### src/verilog/alcf_pkg.sv
package alcf_pkg;
	// ========================================
	// framing bytes
	localparam logic [7:0]  START_DELIM    = 8'h7E;
	localparam logic [7:0]  ESC_BYTE       = 8'h7D;
	localparam logic [7:0]  XON_BYTE       = 8'h11;
	localparam logic [7:0]  XOFF_BYTE      = 8'h13;
	localparam logic [7:0]  ESC_FLIP       = 8'h20;
	localparam logic [7:0]  CKSUM_TOTAL    = 8'hFF;
	// ========================================
	// frame types
	localparam logic [7:0]  T_LOCAL_NOW    = 8'h08;
	localparam logic [7:0]  T_LOCAL_QUEUE  = 8'h09;
	localparam logic [7:0]  T_LOCAL_RESP   = 8'h88;
	localparam logic [7:0]  T_TX_STATUS    = 8'h8B;
	localparam logic [7:0]  T_RX_STD       = 8'h90;
	localparam logic [7:0]  T_RX_EXPL      = 8'h91;
	localparam logic [7:0]  T_REMOTE_RESP  = 8'h97;
	// ========================================
	// field offsets and their index inside frame data
	localparam int          OFF_TYPE       = 3;
	localparam int          OFF_ID         = 4;
	localparam int          OFF_CMD        = 5;
	localparam int          OFF_VALUE      = 7;
	localparam logic [15:0] IDX_ID         = 16'(OFF_ID - OFF_TYPE);
	localparam logic [15:0] IDX_CMD_HI     = 16'(OFF_CMD - OFF_TYPE);
	localparam logic [15:0] IDX_CMD_LO     = 16'(OFF_CMD + 1 - OFF_TYPE);
	localparam logic [15:0] IDX_VALUE      = 16'(OFF_VALUE - OFF_TYPE);
	// ========================================
	// command codes and parameter table
	localparam int          PARAM_COUNT    = 2;
	localparam logic [15:0] CMD_API_MODE   = 16'h4150;
	localparam logic [15:0] CMD_NODE_ID    = 16'h4E49;
	localparam logic [15:0] CMD_APPLY      = 16'h4143;
	localparam logic [15:0] CMD_TEMP       = 16'h5450;
	localparam logic [15:0] PARAM_CODE [PARAM_COUNT] = '{CMD_API_MODE,
		CMD_NODE_ID};
	localparam logic [7:0]  PARAM_RESET [PARAM_COUNT] = '{8'h01, 8'h20};
	localparam logic [1:0]  API_MODE_ESCAPED = 2'h2;
	localparam int          API_EXPLICIT_BIT = 2;
	// ========================================
	// status codes and sizes
	localparam logic [7:0]  STATUS_OK      = 8'h00;
	localparam logic [7:0]  STATUS_BAD_CMD = 8'h02;
	localparam logic [7:0]  STATUS_BAD_VAL = 8'h03;
	localparam logic [2:0]  RESP_LEN_SET   = 3'h5;
	localparam logic [2:0]  RESP_LEN_QUERY = 3'h6;
	localparam logic [2:0]  EVT_LEN        = 3'h3;
	localparam logic [2:0]  RFR_LEN        = 3'h2;
	localparam int          BODY_MAX       = 6;
	localparam int          FIFO_DEPTH     = 32;
	localparam int          BYTE_W         = 8;

	typedef enum logic [2:0] {RX_DELIM, RX_LEN_HI, RX_LEN_LO, RX_DATA,
		RX_CKSUM, RX_EXEC} alcf_rx_state_t;
	typedef enum logic [2:0] {TX_IDLE, TX_DELIM, TX_LEN_HI, TX_LEN_LO,
		TX_BODY, TX_CKSUM} alcf_tx_state_t;
endpackage

### src/verilog/alcf_top.sv
`timescale 1ns/100ps

// ========================================
// output byte fifo with registered read stage
module alcf_fifo
	import alcf_pkg::*;
#(
	parameter int WIDTH = BYTE_W,
	parameter int DEPTH = FIFO_DEPTH
)(
	input  wire logic             clk,
	input  wire logic             rst_n,
	input  wire logic             in_valid,
	input  wire logic [WIDTH-1:0] in_data,
	output logic                  in_ready,
	output logic                  out_valid,
	output logic      [WIDTH-1:0] out_data,
	input  wire logic             out_ready
);
	localparam int AW = $clog2(DEPTH);
	logic [WIDTH-1:0] mem [DEPTH];
	logic [AW-1:0]    wr_ptr;
	logic [AW-1:0]    rd_ptr;
	logic [AW:0]      count;
	logic             push;
	logic             pop;

	assign in_ready = (count != (AW+1)'(DEPTH));
	assign push     = in_valid && in_ready;
	assign pop      = (count != '0) && (!out_valid || out_ready);

	always_ff @(posedge clk)
	begin
		if (push)
			mem[wr_ptr] <= in_data;
	end

	always_ff @(posedge clk or negedge rst_n)
	begin
		if (!rst_n)
		begin
			wr_ptr <= '0;
			rd_ptr <= '0;
			count  <= '0;
		end
		else
		begin
			if (push)
				wr_ptr <= wr_ptr + 1'b1;
			if (pop)
				rd_ptr <= rd_ptr + 1'b1;
			if (push && !pop)
				count <= count + 1'b1;
			else if (pop && !push)
				count <= count - 1'b1;
		end
	end

	always_ff @(posedge clk or negedge rst_n)
	begin
		if (!rst_n)
		begin
			out_valid <= 1'b0;
			out_data  <= '0;
		end
		else if (pop)
		begin
			out_valid <= 1'b1;
			out_data  <= mem[rd_ptr];
		end
		else if (out_ready)
			out_valid <= 1'b0;
	end
endmodule

// Behaviour
// - nonzero request identifier lets the host match responses to requests
// - identifier zero suppresses the response frame
// - transmit status frame follows each transmission unless id is zero
// - transmit status frame carries the failure reason
// - received payload frame type is standard or explicit per api mode
// - no remote response frame when the remote node missed the command
// - immediate local request applies a set value at once
// - request with no value after the command code is a read
// - read answer carries the currently active value
// - local response echoes the request identifier
// - type at offset 3, identifier at 4, two-byte command at 5
// - bytes from offset 7 are the new value; absent means read
// - checksum is 0xFF minus low byte of sum from offset 3
// - length field counts bytes between length and checksum
// - queued request values are held pending, not applied
// - pending values apply on immediate request or apply command
// - escaped mode sends escape byte then original XOR 0x20
// - frame failing the checksum is discarded unacted
// - multi-byte fields travel most significant byte first
module alcf_top
	import alcf_pkg::*;
(
	input  wire logic       clk,
	input  wire logic       rst_n,
	input  wire logic [7:0] rx_data,
	input  wire logic       rx_valid,
	output logic            rx_ready,
	output logic      [7:0] tx_data,
	output logic            tx_valid,
	input  wire logic       tx_ready,
	input  wire logic       tx_done,
	input  wire logic [7:0] tx_done_id,
	input  wire logic [7:0] tx_done_status,
	input  wire logic       rf_rx_valid,
	input  wire logic [7:0] rf_rx_byte,
	input  wire logic       remote_done,
	input  wire logic [7:0] remote_id,
	input  wire logic       remote_delivered,
	input  wire logic [7:0] remote_status,
	input  wire logic [7:0] temp_value,
	output logic      [7:0] api_mode,
	output logic      [7:0] node_id,
	output logic            frame_error
);
	alcf_rx_state_t rx_state;
	alcf_tx_state_t tx_state;
	logic [15:0] f_len;
	logic [15:0] idx;
	logic [7:0]  sum;
	logic [7:0]  f_type;
	logic [7:0]  f_id;
	logic [15:0] f_cmd;
	logic [7:0]  f_value;
	logic        val_present;
	logic        esc_seen;
	logic        exec;
	logic        take;
	logic        escaped_mode;
	logic        is_esc;
	logic        is_restart;
	logic        byte_ok;
	logic [7:0]  byte_val;
	logic [7:0]  active   [PARAM_COUNT];
	logic [7:0]  pend_val [PARAM_COUNT];
	logic [PARAM_COUNT-1:0] pend_valid;
	logic [PARAM_COUNT-1:0] hit;
	logic        is_local;
	logic        is_now;
	logic        is_apply;
	logic        is_temp;
	logic        apply_all;
	logic [7:0]  q_val;
	logic        resp_pend;
	logic [7:0]  resp_id;
	logic [15:0] resp_cmd;
	logic [7:0]  resp_status;
	logic        resp_has_val;
	logic [7:0]  resp_val;
	logic        txs_pend;
	logic [7:0]  txs_id;
	logic [7:0]  txs_status;
	logic        rem_pend;
	logic [7:0]  rem_id;
	logic [7:0]  rem_status;
	logic        rfr_pend;
	logic [7:0]  rfr_byte;
	logic        sel_resp;
	logic        sel_txs;
	logic        sel_rem;
	logic        sel_rfr;
	logic [7:0]  body [BODY_MAX];
	logic [2:0]  body_len;
	logic [2:0]  bi;
	logic [7:0]  osum;
	logic [7:0]  cur;
	logic        esc_second;
	logic        esc_needed;
	logic [7:0]  push_byte;
	logic        push;
	logic        fifo_ready;

	// ========================================
	// input byte decode and unescape
	assign take         = rx_valid && rx_ready;
	assign escaped_mode = (api_mode[1:0] == API_MODE_ESCAPED);
	assign is_esc       = take && escaped_mode && !esc_seen
		&& (rx_data == ESC_BYTE);
	assign is_restart   = take && (rx_data == START_DELIM)
		&& (escaped_mode || rx_state == RX_DELIM);
	assign byte_ok      = take && !is_esc && !is_restart;
	assign byte_val     = esc_seen ? (rx_data ^ ESC_FLIP) : rx_data;

	// ========================================
	// frame parser
	always_ff @(posedge clk or negedge rst_n)
	begin
		if (!rst_n)
		begin
			rx_state    <= RX_DELIM;
			rx_ready    <= 1'b1;
			esc_seen    <= 1'b0;
			f_len       <= '0;
			idx         <= '0;
			sum         <= '0;
			f_type      <= '0;
			f_id        <= '0;
			f_cmd       <= '0;
			f_value     <= '0;
			val_present <= 1'b0;
			exec        <= 1'b0;
			frame_error <= 1'b0;
		end
		else
		begin
			exec        <= 1'b0;
			frame_error <= 1'b0;
			if (take)
				esc_seen <= is_esc;
			if (is_restart)
				rx_state <= RX_LEN_HI;
			else if (byte_ok)
			begin
				case (rx_state)
				RX_LEN_HI:
				begin
					f_len[15:8] <= byte_val;
					rx_state    <= RX_LEN_LO;
				end
				RX_LEN_LO:
				begin
					f_len[7:0]  <= byte_val;
					idx         <= '0;
					sum         <= '0;
					val_present <= 1'b0;
					rx_state    <= ({f_len[15:8], byte_val} == '0)
						? RX_DELIM : RX_DATA;
				end
				RX_DATA:
				begin
					sum <= sum + byte_val;
					idx <= idx + 16'h0001;
					if (idx == '0)
						f_type <= byte_val;
					else if (idx == IDX_ID)
						f_id <= byte_val;
					else if (idx == IDX_CMD_HI)
						f_cmd[15:8] <= byte_val;
					else if (idx == IDX_CMD_LO)
						f_cmd[7:0] <= byte_val;
					else if (idx >= IDX_VALUE)
					begin
						f_value     <= byte_val;
						val_present <= 1'b1;
					end
					if (idx + 16'h0001 == f_len)
						rx_state <= RX_CKSUM;
				end
				RX_CKSUM:
				begin
					if (8'(sum + byte_val) == CKSUM_TOTAL)
					begin
						rx_state <= RX_EXEC;
						rx_ready <= 1'b0;
					end
					else
					begin
						frame_error <= 1'b1;
						rx_state    <= RX_DELIM;
					end
				end
				default:
					rx_state <= RX_DELIM;
				endcase
			end
			if (rx_state == RX_EXEC && !resp_pend)
			begin
				exec     <= 1'b1;
				rx_state <= RX_DELIM;
				rx_ready <= 1'b1;
			end
		end
	end

	// ========================================
	// local command decode
	assign is_now    = (f_type == T_LOCAL_NOW);
	assign is_local  = exec && (is_now || f_type == T_LOCAL_QUEUE)
		&& (f_len > IDX_CMD_LO);
	assign is_apply  = (f_cmd == CMD_APPLY);
	assign is_temp   = (f_cmd == CMD_TEMP);
	assign apply_all = is_local && (is_now || is_apply);

	always_comb
	begin
		q_val = temp_value;
		for (int i = 0; i < PARAM_COUNT; i++)
			if (hit[i])
				q_val = active[i];
	end

	// ========================================
	// parameter table, active and pending copies
	generate
		for (genvar g = 0; g < PARAM_COUNT; g++)
		begin : g_param
			assign hit[g] = (f_cmd == PARAM_CODE[g]);
			always_ff @(posedge clk or negedge rst_n)
			begin
				if (!rst_n)
				begin
					active[g]     <= PARAM_RESET[g];
					pend_val[g]   <= PARAM_RESET[g];
					pend_valid[g] <= 1'b0;
				end
				else
				begin
					if (is_local && !is_now && hit[g] && val_present)
					begin
						pend_val[g]   <= f_value;
						pend_valid[g] <= 1'b1;
					end
					if (apply_all && pend_valid[g])
					begin
						active[g]     <= pend_val[g];
						pend_valid[g] <= 1'b0;
					end
					if (is_local && is_now && hit[g] && val_present)
					begin
						active[g]     <= f_value;
						pend_valid[g] <= 1'b0;
					end
				end
			end
		end
	endgenerate

	always_ff @(posedge clk or negedge rst_n)
	begin
		if (!rst_n)
		begin
			api_mode <= PARAM_RESET[0];
			node_id  <= PARAM_RESET[1];
		end
		else
		begin
			api_mode <= active[0];
			node_id  <= active[1];
		end
	end

	// ========================================
	// pending local response
	always_ff @(posedge clk or negedge rst_n)
	begin
		if (!rst_n)
		begin
			resp_pend    <= 1'b0;
			resp_id      <= '0;
			resp_cmd     <= '0;
			resp_status  <= STATUS_OK;
			resp_has_val <= 1'b0;
			resp_val     <= '0;
		end
		else
		begin
			if (sel_resp)
				resp_pend <= 1'b0;
			if (is_local && f_id != '0)
			begin
				resp_pend    <= 1'b1;
				resp_id      <= f_id;
				resp_cmd     <= f_cmd;
				resp_has_val <= !val_present && !is_apply
					&& (|hit || is_temp);
				resp_val     <= q_val;
				if (!(|hit || is_apply || is_temp))
					resp_status <= STATUS_BAD_CMD;
				else if (is_temp && val_present)
					resp_status <= STATUS_BAD_VAL;
				else
					resp_status <= STATUS_OK;
			end
		end
	end

	// ========================================
	// outside events, set wins over clear
	always_ff @(posedge clk or negedge rst_n)
	begin
		if (!rst_n)
		begin
			txs_pend   <= 1'b0;
			txs_id     <= '0;
			txs_status <= '0;
			rem_pend   <= 1'b0;
			rem_id     <= '0;
			rem_status <= '0;
			rfr_pend   <= 1'b0;
			rfr_byte   <= '0;
		end
		else
		begin
			if (sel_txs)
				txs_pend <= 1'b0;
			if (sel_rem)
				rem_pend <= 1'b0;
			if (sel_rfr)
				rfr_pend <= 1'b0;
			if (tx_done && tx_done_id != '0)
			begin
				txs_pend   <= 1'b1;
				txs_id     <= tx_done_id;
				txs_status <= tx_done_status;
			end
			if (remote_done && remote_delivered)
			begin
				rem_pend   <= 1'b1;
				rem_id     <= remote_id;
				rem_status <= remote_status;
			end
			if (rf_rx_valid)
			begin
				rfr_pend <= 1'b1;
				rfr_byte <= rf_rx_byte;
			end
		end
	end

	// ========================================
	// response frame emitter
	assign sel_resp = (tx_state == TX_IDLE) && resp_pend;
	assign sel_txs  = (tx_state == TX_IDLE) && !resp_pend && txs_pend;
	assign sel_rem  = (tx_state == TX_IDLE) && !resp_pend && !txs_pend
		&& rem_pend;
	assign sel_rfr  = (tx_state == TX_IDLE) && !resp_pend && !txs_pend
		&& !rem_pend && rfr_pend;

	always_comb
	begin
		case (tx_state)
		TX_DELIM:  cur = START_DELIM;
		TX_LEN_HI: cur = 8'h00;
		TX_LEN_LO: cur = {5'h00, body_len};
		TX_BODY:   cur = body[bi];
		TX_CKSUM:  cur = CKSUM_TOTAL - osum;
		default:   cur = 8'h00;
		endcase
	end

	assign esc_needed = escaped_mode && !esc_second && tx_state != TX_DELIM
		&& (cur == START_DELIM || cur == ESC_BYTE
		|| cur == XON_BYTE || cur == XOFF_BYTE);
	assign push_byte  = esc_needed ? ESC_BYTE
		: (esc_second ? (cur ^ ESC_FLIP) : cur);
	assign push       = (tx_state != TX_IDLE);

	always_ff @(posedge clk or negedge rst_n)
	begin
		if (!rst_n)
		begin
			tx_state   <= TX_IDLE;
			body_len   <= '0;
			bi         <= '0;
			osum       <= '0;
			esc_second <= 1'b0;
			for (int i = 0; i < BODY_MAX; i++)
				body[i] <= '0;
		end
		else if (tx_state == TX_IDLE)
		begin
			if (sel_resp)
			begin
				body[0]  <= T_LOCAL_RESP;
				body[1]  <= resp_id;
				body[2]  <= resp_cmd[15:8];
				body[3]  <= resp_cmd[7:0];
				body[4]  <= resp_status;
				body[5]  <= resp_val;
				body_len <= resp_has_val ? RESP_LEN_QUERY : RESP_LEN_SET;
			end
			else if (sel_txs || sel_rem)
			begin
				body[0]  <= sel_txs ? T_TX_STATUS : T_REMOTE_RESP;
				body[1]  <= sel_txs ? txs_id : rem_id;
				body[2]  <= sel_txs ? txs_status : rem_status;
				body_len <= EVT_LEN;
			end
			else if (sel_rfr)
			begin
				body[0]  <= api_mode[API_EXPLICIT_BIT]
					? T_RX_EXPL : T_RX_STD;
				body[1]  <= rfr_byte;
				body_len <= RFR_LEN;
			end
			if (sel_resp || sel_txs || sel_rem || sel_rfr)
				tx_state <= TX_DELIM;
		end
		else if (fifo_ready)
		begin
			esc_second <= esc_needed;
			if (!esc_needed)
			begin
				case (tx_state)
				TX_DELIM:  tx_state <= TX_LEN_HI;
				TX_LEN_HI: tx_state <= TX_LEN_LO;
				TX_LEN_LO:
				begin
					bi       <= '0;
					osum     <= '0;
					tx_state <= TX_BODY;
				end
				TX_BODY:
				begin
					osum <= osum + cur;
					bi   <= bi + 3'h1;
					if (bi + 3'h1 == body_len)
						tx_state <= TX_CKSUM;
				end
				default:   tx_state <= TX_IDLE;
				endcase
			end
		end
	end

	alcf_fifo #(
		.WIDTH (BYTE_W),
		.DEPTH (FIFO_DEPTH)
	) u_fifo (
		.clk       (clk),
		.rst_n     (rst_n),
		.in_valid  (push),
		.in_data   (push_byte),
		.in_ready  (fifo_ready),
		.out_valid (tx_valid),
		.out_data  (tx_data),
		.out_ready (tx_ready)
	);
endmodule
### config.mk
export PLATFORM = sky130hd
export DESIGN_NAME = alcf_top
export DESIGN_NICKNAME = d
export VERILOG_FILES = /design/src/verilog/alcf_pkg.sv /design/src/verilog/alcf_top.sv
export SDC_FILE = /design/constraint.sdc
export NUM_CORES = 1
export LEC_CHECK = 0
export BUFFER_PORTS_ARGS = -buffer_cell sky130_fd_sc_hd__buf_2
export CORE_MARGIN = 2
export CORE_UTILIZATION = 55
export DETAILED_ROUTE_END_ITERATION = 8
export PLACE_DENSITY = 0.69
export SYNTH_ARGS = -nofsm -noshare
export SYNTH_HDL_FRONTEND = slang
export SYNTH_SLANG_ARGS = --single-unit
### constraint.sdc
create_clock -name clk -period 4.8 [get_ports clk]
set_input_delay 0.96 -clock clk [delete_from_list [all_inputs] [get_ports clk]]
set_output_delay 0.96 -clock clk [all_outputs]
set_load 0.02 [all_outputs]
==> qor.yml <==
status:
  status: "complete, no violations"
timing:
  setup_viol: 0
  slew_violations: 0
  clock_skew_ps: 23.63
  rsz0062_at_grt: "no"
  fmaxAchievable_mhz: 238.1
  slew_headroom: 0.1448
  post-route-min-period_ps: 4200
  hold_viol_final: 0
  post-route-period-util: 0.8750
  final.setup.worst_slack_ps: 599.9
  tightest_slew_ps: 1283
  tns_ps: 0
clocking:
  cts_setup_buffers: 0
  numCtsBuffers: 57
  cts-root-buf: "clkbuf_16"
  cts.sinks: 556
  hold_buffers: 0
  ctsHtreeMaxLevel: 2
  clock_path_buffers: 3
  clk-insertion-delay-late_ps: 600
  clk_pin_slew_ps: 60
  cts-resized-gates: 0
  cts_tree: "built"
synth:
  synth_edf_count: 256
  synth_top_cells_by_count: "293 x dfrtp_1, 256 x edfxtp_1, 172 x nand2_1"
  yosysSeqAreaShare: 0.6266
  synth_flop_cell: "dfrtp_1"
  ys_warn_count: 0
  synth-seq-cells: 556
  synth.most_common_cell: "dfrtp_1"
  synth_cell_types: 87
  synth_cells: 1730
  synthTopCellsByArea: "edfxtp_1 32%, dfrtp_1 30%, mux4_2 7.5%"
  syn_nets: 1825
  synth.cell_area_um2: 24260
  synth_area_per_cell_um2: 14.03
  async_flop_share: 0.5396
  yosysTopAreaCell: "edfxtp_1"
  yosysTopAreaCellShare: 0.3168
power:
  p_switching_mw: 4.420
  combPwrFrac: 0.252
  power_density_nw_per_um2: 535.5
  leakagePower_nw: 11.03
  power_frac_clock: 0.300
  ir_drop_mv: 0.4114
  p_sw_frac: 0.3039
  internal_power_mw: 10.13
  sequentialPowerShare: 0.448
placed_design:
  portBuffers: 90
  dp_hpwl_mm: 36.02
  routabilityCongestion: 0.8773
  dp_worst_setup_slack_ps: 631.0
worst_setup_path:
  path_class: "flip-flop to flip-flop"
  critPathMaxStageDelay_ps: 930
  worst_setup_path_start_kind: "flip-flop"
  crit_chain: "or3b_4 -> o221a_2 -> nand3_1 -> o21ai_2 -> nor4_1 -> nand2_1 -> or2b_1"
  worstPathMaxFanout: 35
  crit_family: "simple AND/OR/NAND/NOR gates"
  path_buf_inv: 0
  worstPathArrival_ps: 4440
  cp-end-kind: "flip-flop"
  slowest_stage: "or2b_1"
  crit_required_ps: 5040
die:
  dieHeight_um: 214.0
  rows: 76
  start_util: 0.5608
  die_area_um2: 45810
  io_pins: 91
  die_width_um: 214.0
  coreArea_um2: 43270
global_routing:
  antenna_found_initial: 0
  grt_usage: 0.2349
  grt_max_degree: 151
  grt_first_pass_wirelength_mm: 84.38
  grt_overflow: 0
  grt_pass1_vias: 14837
detailed_routing:
  via_per_inst: 5.908
  antenna_left: 0
  drtPass1Iterations: 7
  vias: 14445
  wire_per_inst_um: 21.56
  drc: 0
  drt-total-wl_mm: 52.73
  drtIter0Drc: 1207
layout:
  nNetsFinal: 1910
  nFillCells: 3218
  drive_gt1_frac: 0.2505
  syn_to_final_growth_pct: 11.95
  diodes: 0
min_path:
  hp-class: "primary input to async pin"
job:
  cap_violations: 0
layer usage:
layer  wire length, um  share of wire  vias to the layer above  track usage
met5                 0              0                        -            0
met4               961          0.018                        0      0.05688
met3              2487          0.047                       73      0.03532
met2             26780           0.51                      388       0.4004
met1             22500           0.43                     7347       0.3206
li1                  -              -                     6637            -
path summary, 6_finish.rpt:
path / from / end / slack [ps] / depth (start not counted)
setup / recovery: bi[0] / u_fifo.mem[12][0] / 600 / 7
hold / removal: rst_n / u_fifo.rd_ptr[0] / 310 / 1
setup reg to reg: bi[0] / u_fifo.mem[12][0] / 600 / 7
hold reg to reg: active[8] / api_mode[0] / 370 / 0
max in group asynchronous: rst_n / rem_id[1] / 3240 / 2
min in group clk: active[8] / api_mode[0] / 370 / 0
layout make-up:
type | count | area (um2) | share of cell area
clock buffer | 79 | 1633 | 0.06011
tap | 585 | 732.0 | 0.02694
timing repair buffer | 113 | 658.1 | 0.02423
multi-input combinational | 1059 | 8593 | 0.3163
sequential | 556 | 15210 | 0.5599
inverter | 28 | 105.1 | 0.003869
clock inverter | 25 | 235.2 | 0.008659
state kept, by name, summed over array words and instances, names as in the netlist, 16 cells and up:
register,count
idx,16
body,40
active,16
f_cmd,16
f_len,16
u_fifo.mem,256
resp_cmd,16
pend_val,16
cell usage in the layout (no fill, tap or decap), types with 13 or more instances in the layout:
cell | Yosys | layout
dfrtp_1 | 293 | 291
edfxtp_1 | 256 | 256
nand2_1 | 172 | 172
mux2_2 | 153 | 153
nor2_1 | 103 | 103
o21ai_0 | 102 | 101
buf_2 | 17 | 89
mux4_2 | 81 | 81
a21oi_1 | 60 | 60
clkbuf_16 | 0 | 60
mux2i_1 | 35 | 35
xnor2_1 | 32 | 32
ha_1 | 29 | 29
inv_1 | 25 | 25
buf_4 | 1 | 21
nand3_1 | 19 | 19
nor3_1 | 19 | 19
xor2_1 | 18 | 18
nor4_1 | 14 | 14
nor2b_1 | 13 | 13
clkbuf_1 | 53 | 13
logic make-up after synthesis:
logic type	after synthesis	share of synthesized area
mux	271	0.1616
buf+inv	115	0.01944
simple gates	439	0.08704
compound gates	267	0.07034
flops	556	0.6266
xor+xnor	50	0.01805
fa+ha+maj	32	0.01702
worst register-to-register path: stages (launching register included):
cell	delay, ps
dfrtp_1	790
or3b_4	480
o221a_2	250
nand3_1	110
o21ai_2	350
nor4_1	600
nand2_1	350
or2b_1	930
power by group through the flow:
stage          logic (mW)  registers, mW  clock network, mW
2_1_floorplan        2.84           6.25                  0
3_3_place_gp         3.58           6.57                  0
3_5_place_dp         3.68           6.61                  0
4_1_cts              3.70           6.52               4.45
5_1_grt              4.03           6.60               4.64
6_report             3.67           6.52               4.36
metrics by stage:
stage | area [um2] | util | hold slack [ps] | total power [mW] | instances
finish | 27160 | 0.6278 | 312.7 | 14.55 | 2445
global route | 27160 | 0.6278 | 345.9 | 15.27 | 2445
CTS | 27160 | 0.6278 | 334.1 | 14.67 | 2445
detailed placement | 25300 | 0.5847 | 369.4 | 10.29 | 2341
global placement | 25300 | 0.5847 | 365.3 | 10.15 | 2341
floorplan | 24260 | - | 360.3 | 9.081 | 1730
(Power assumes the default switching activity.)
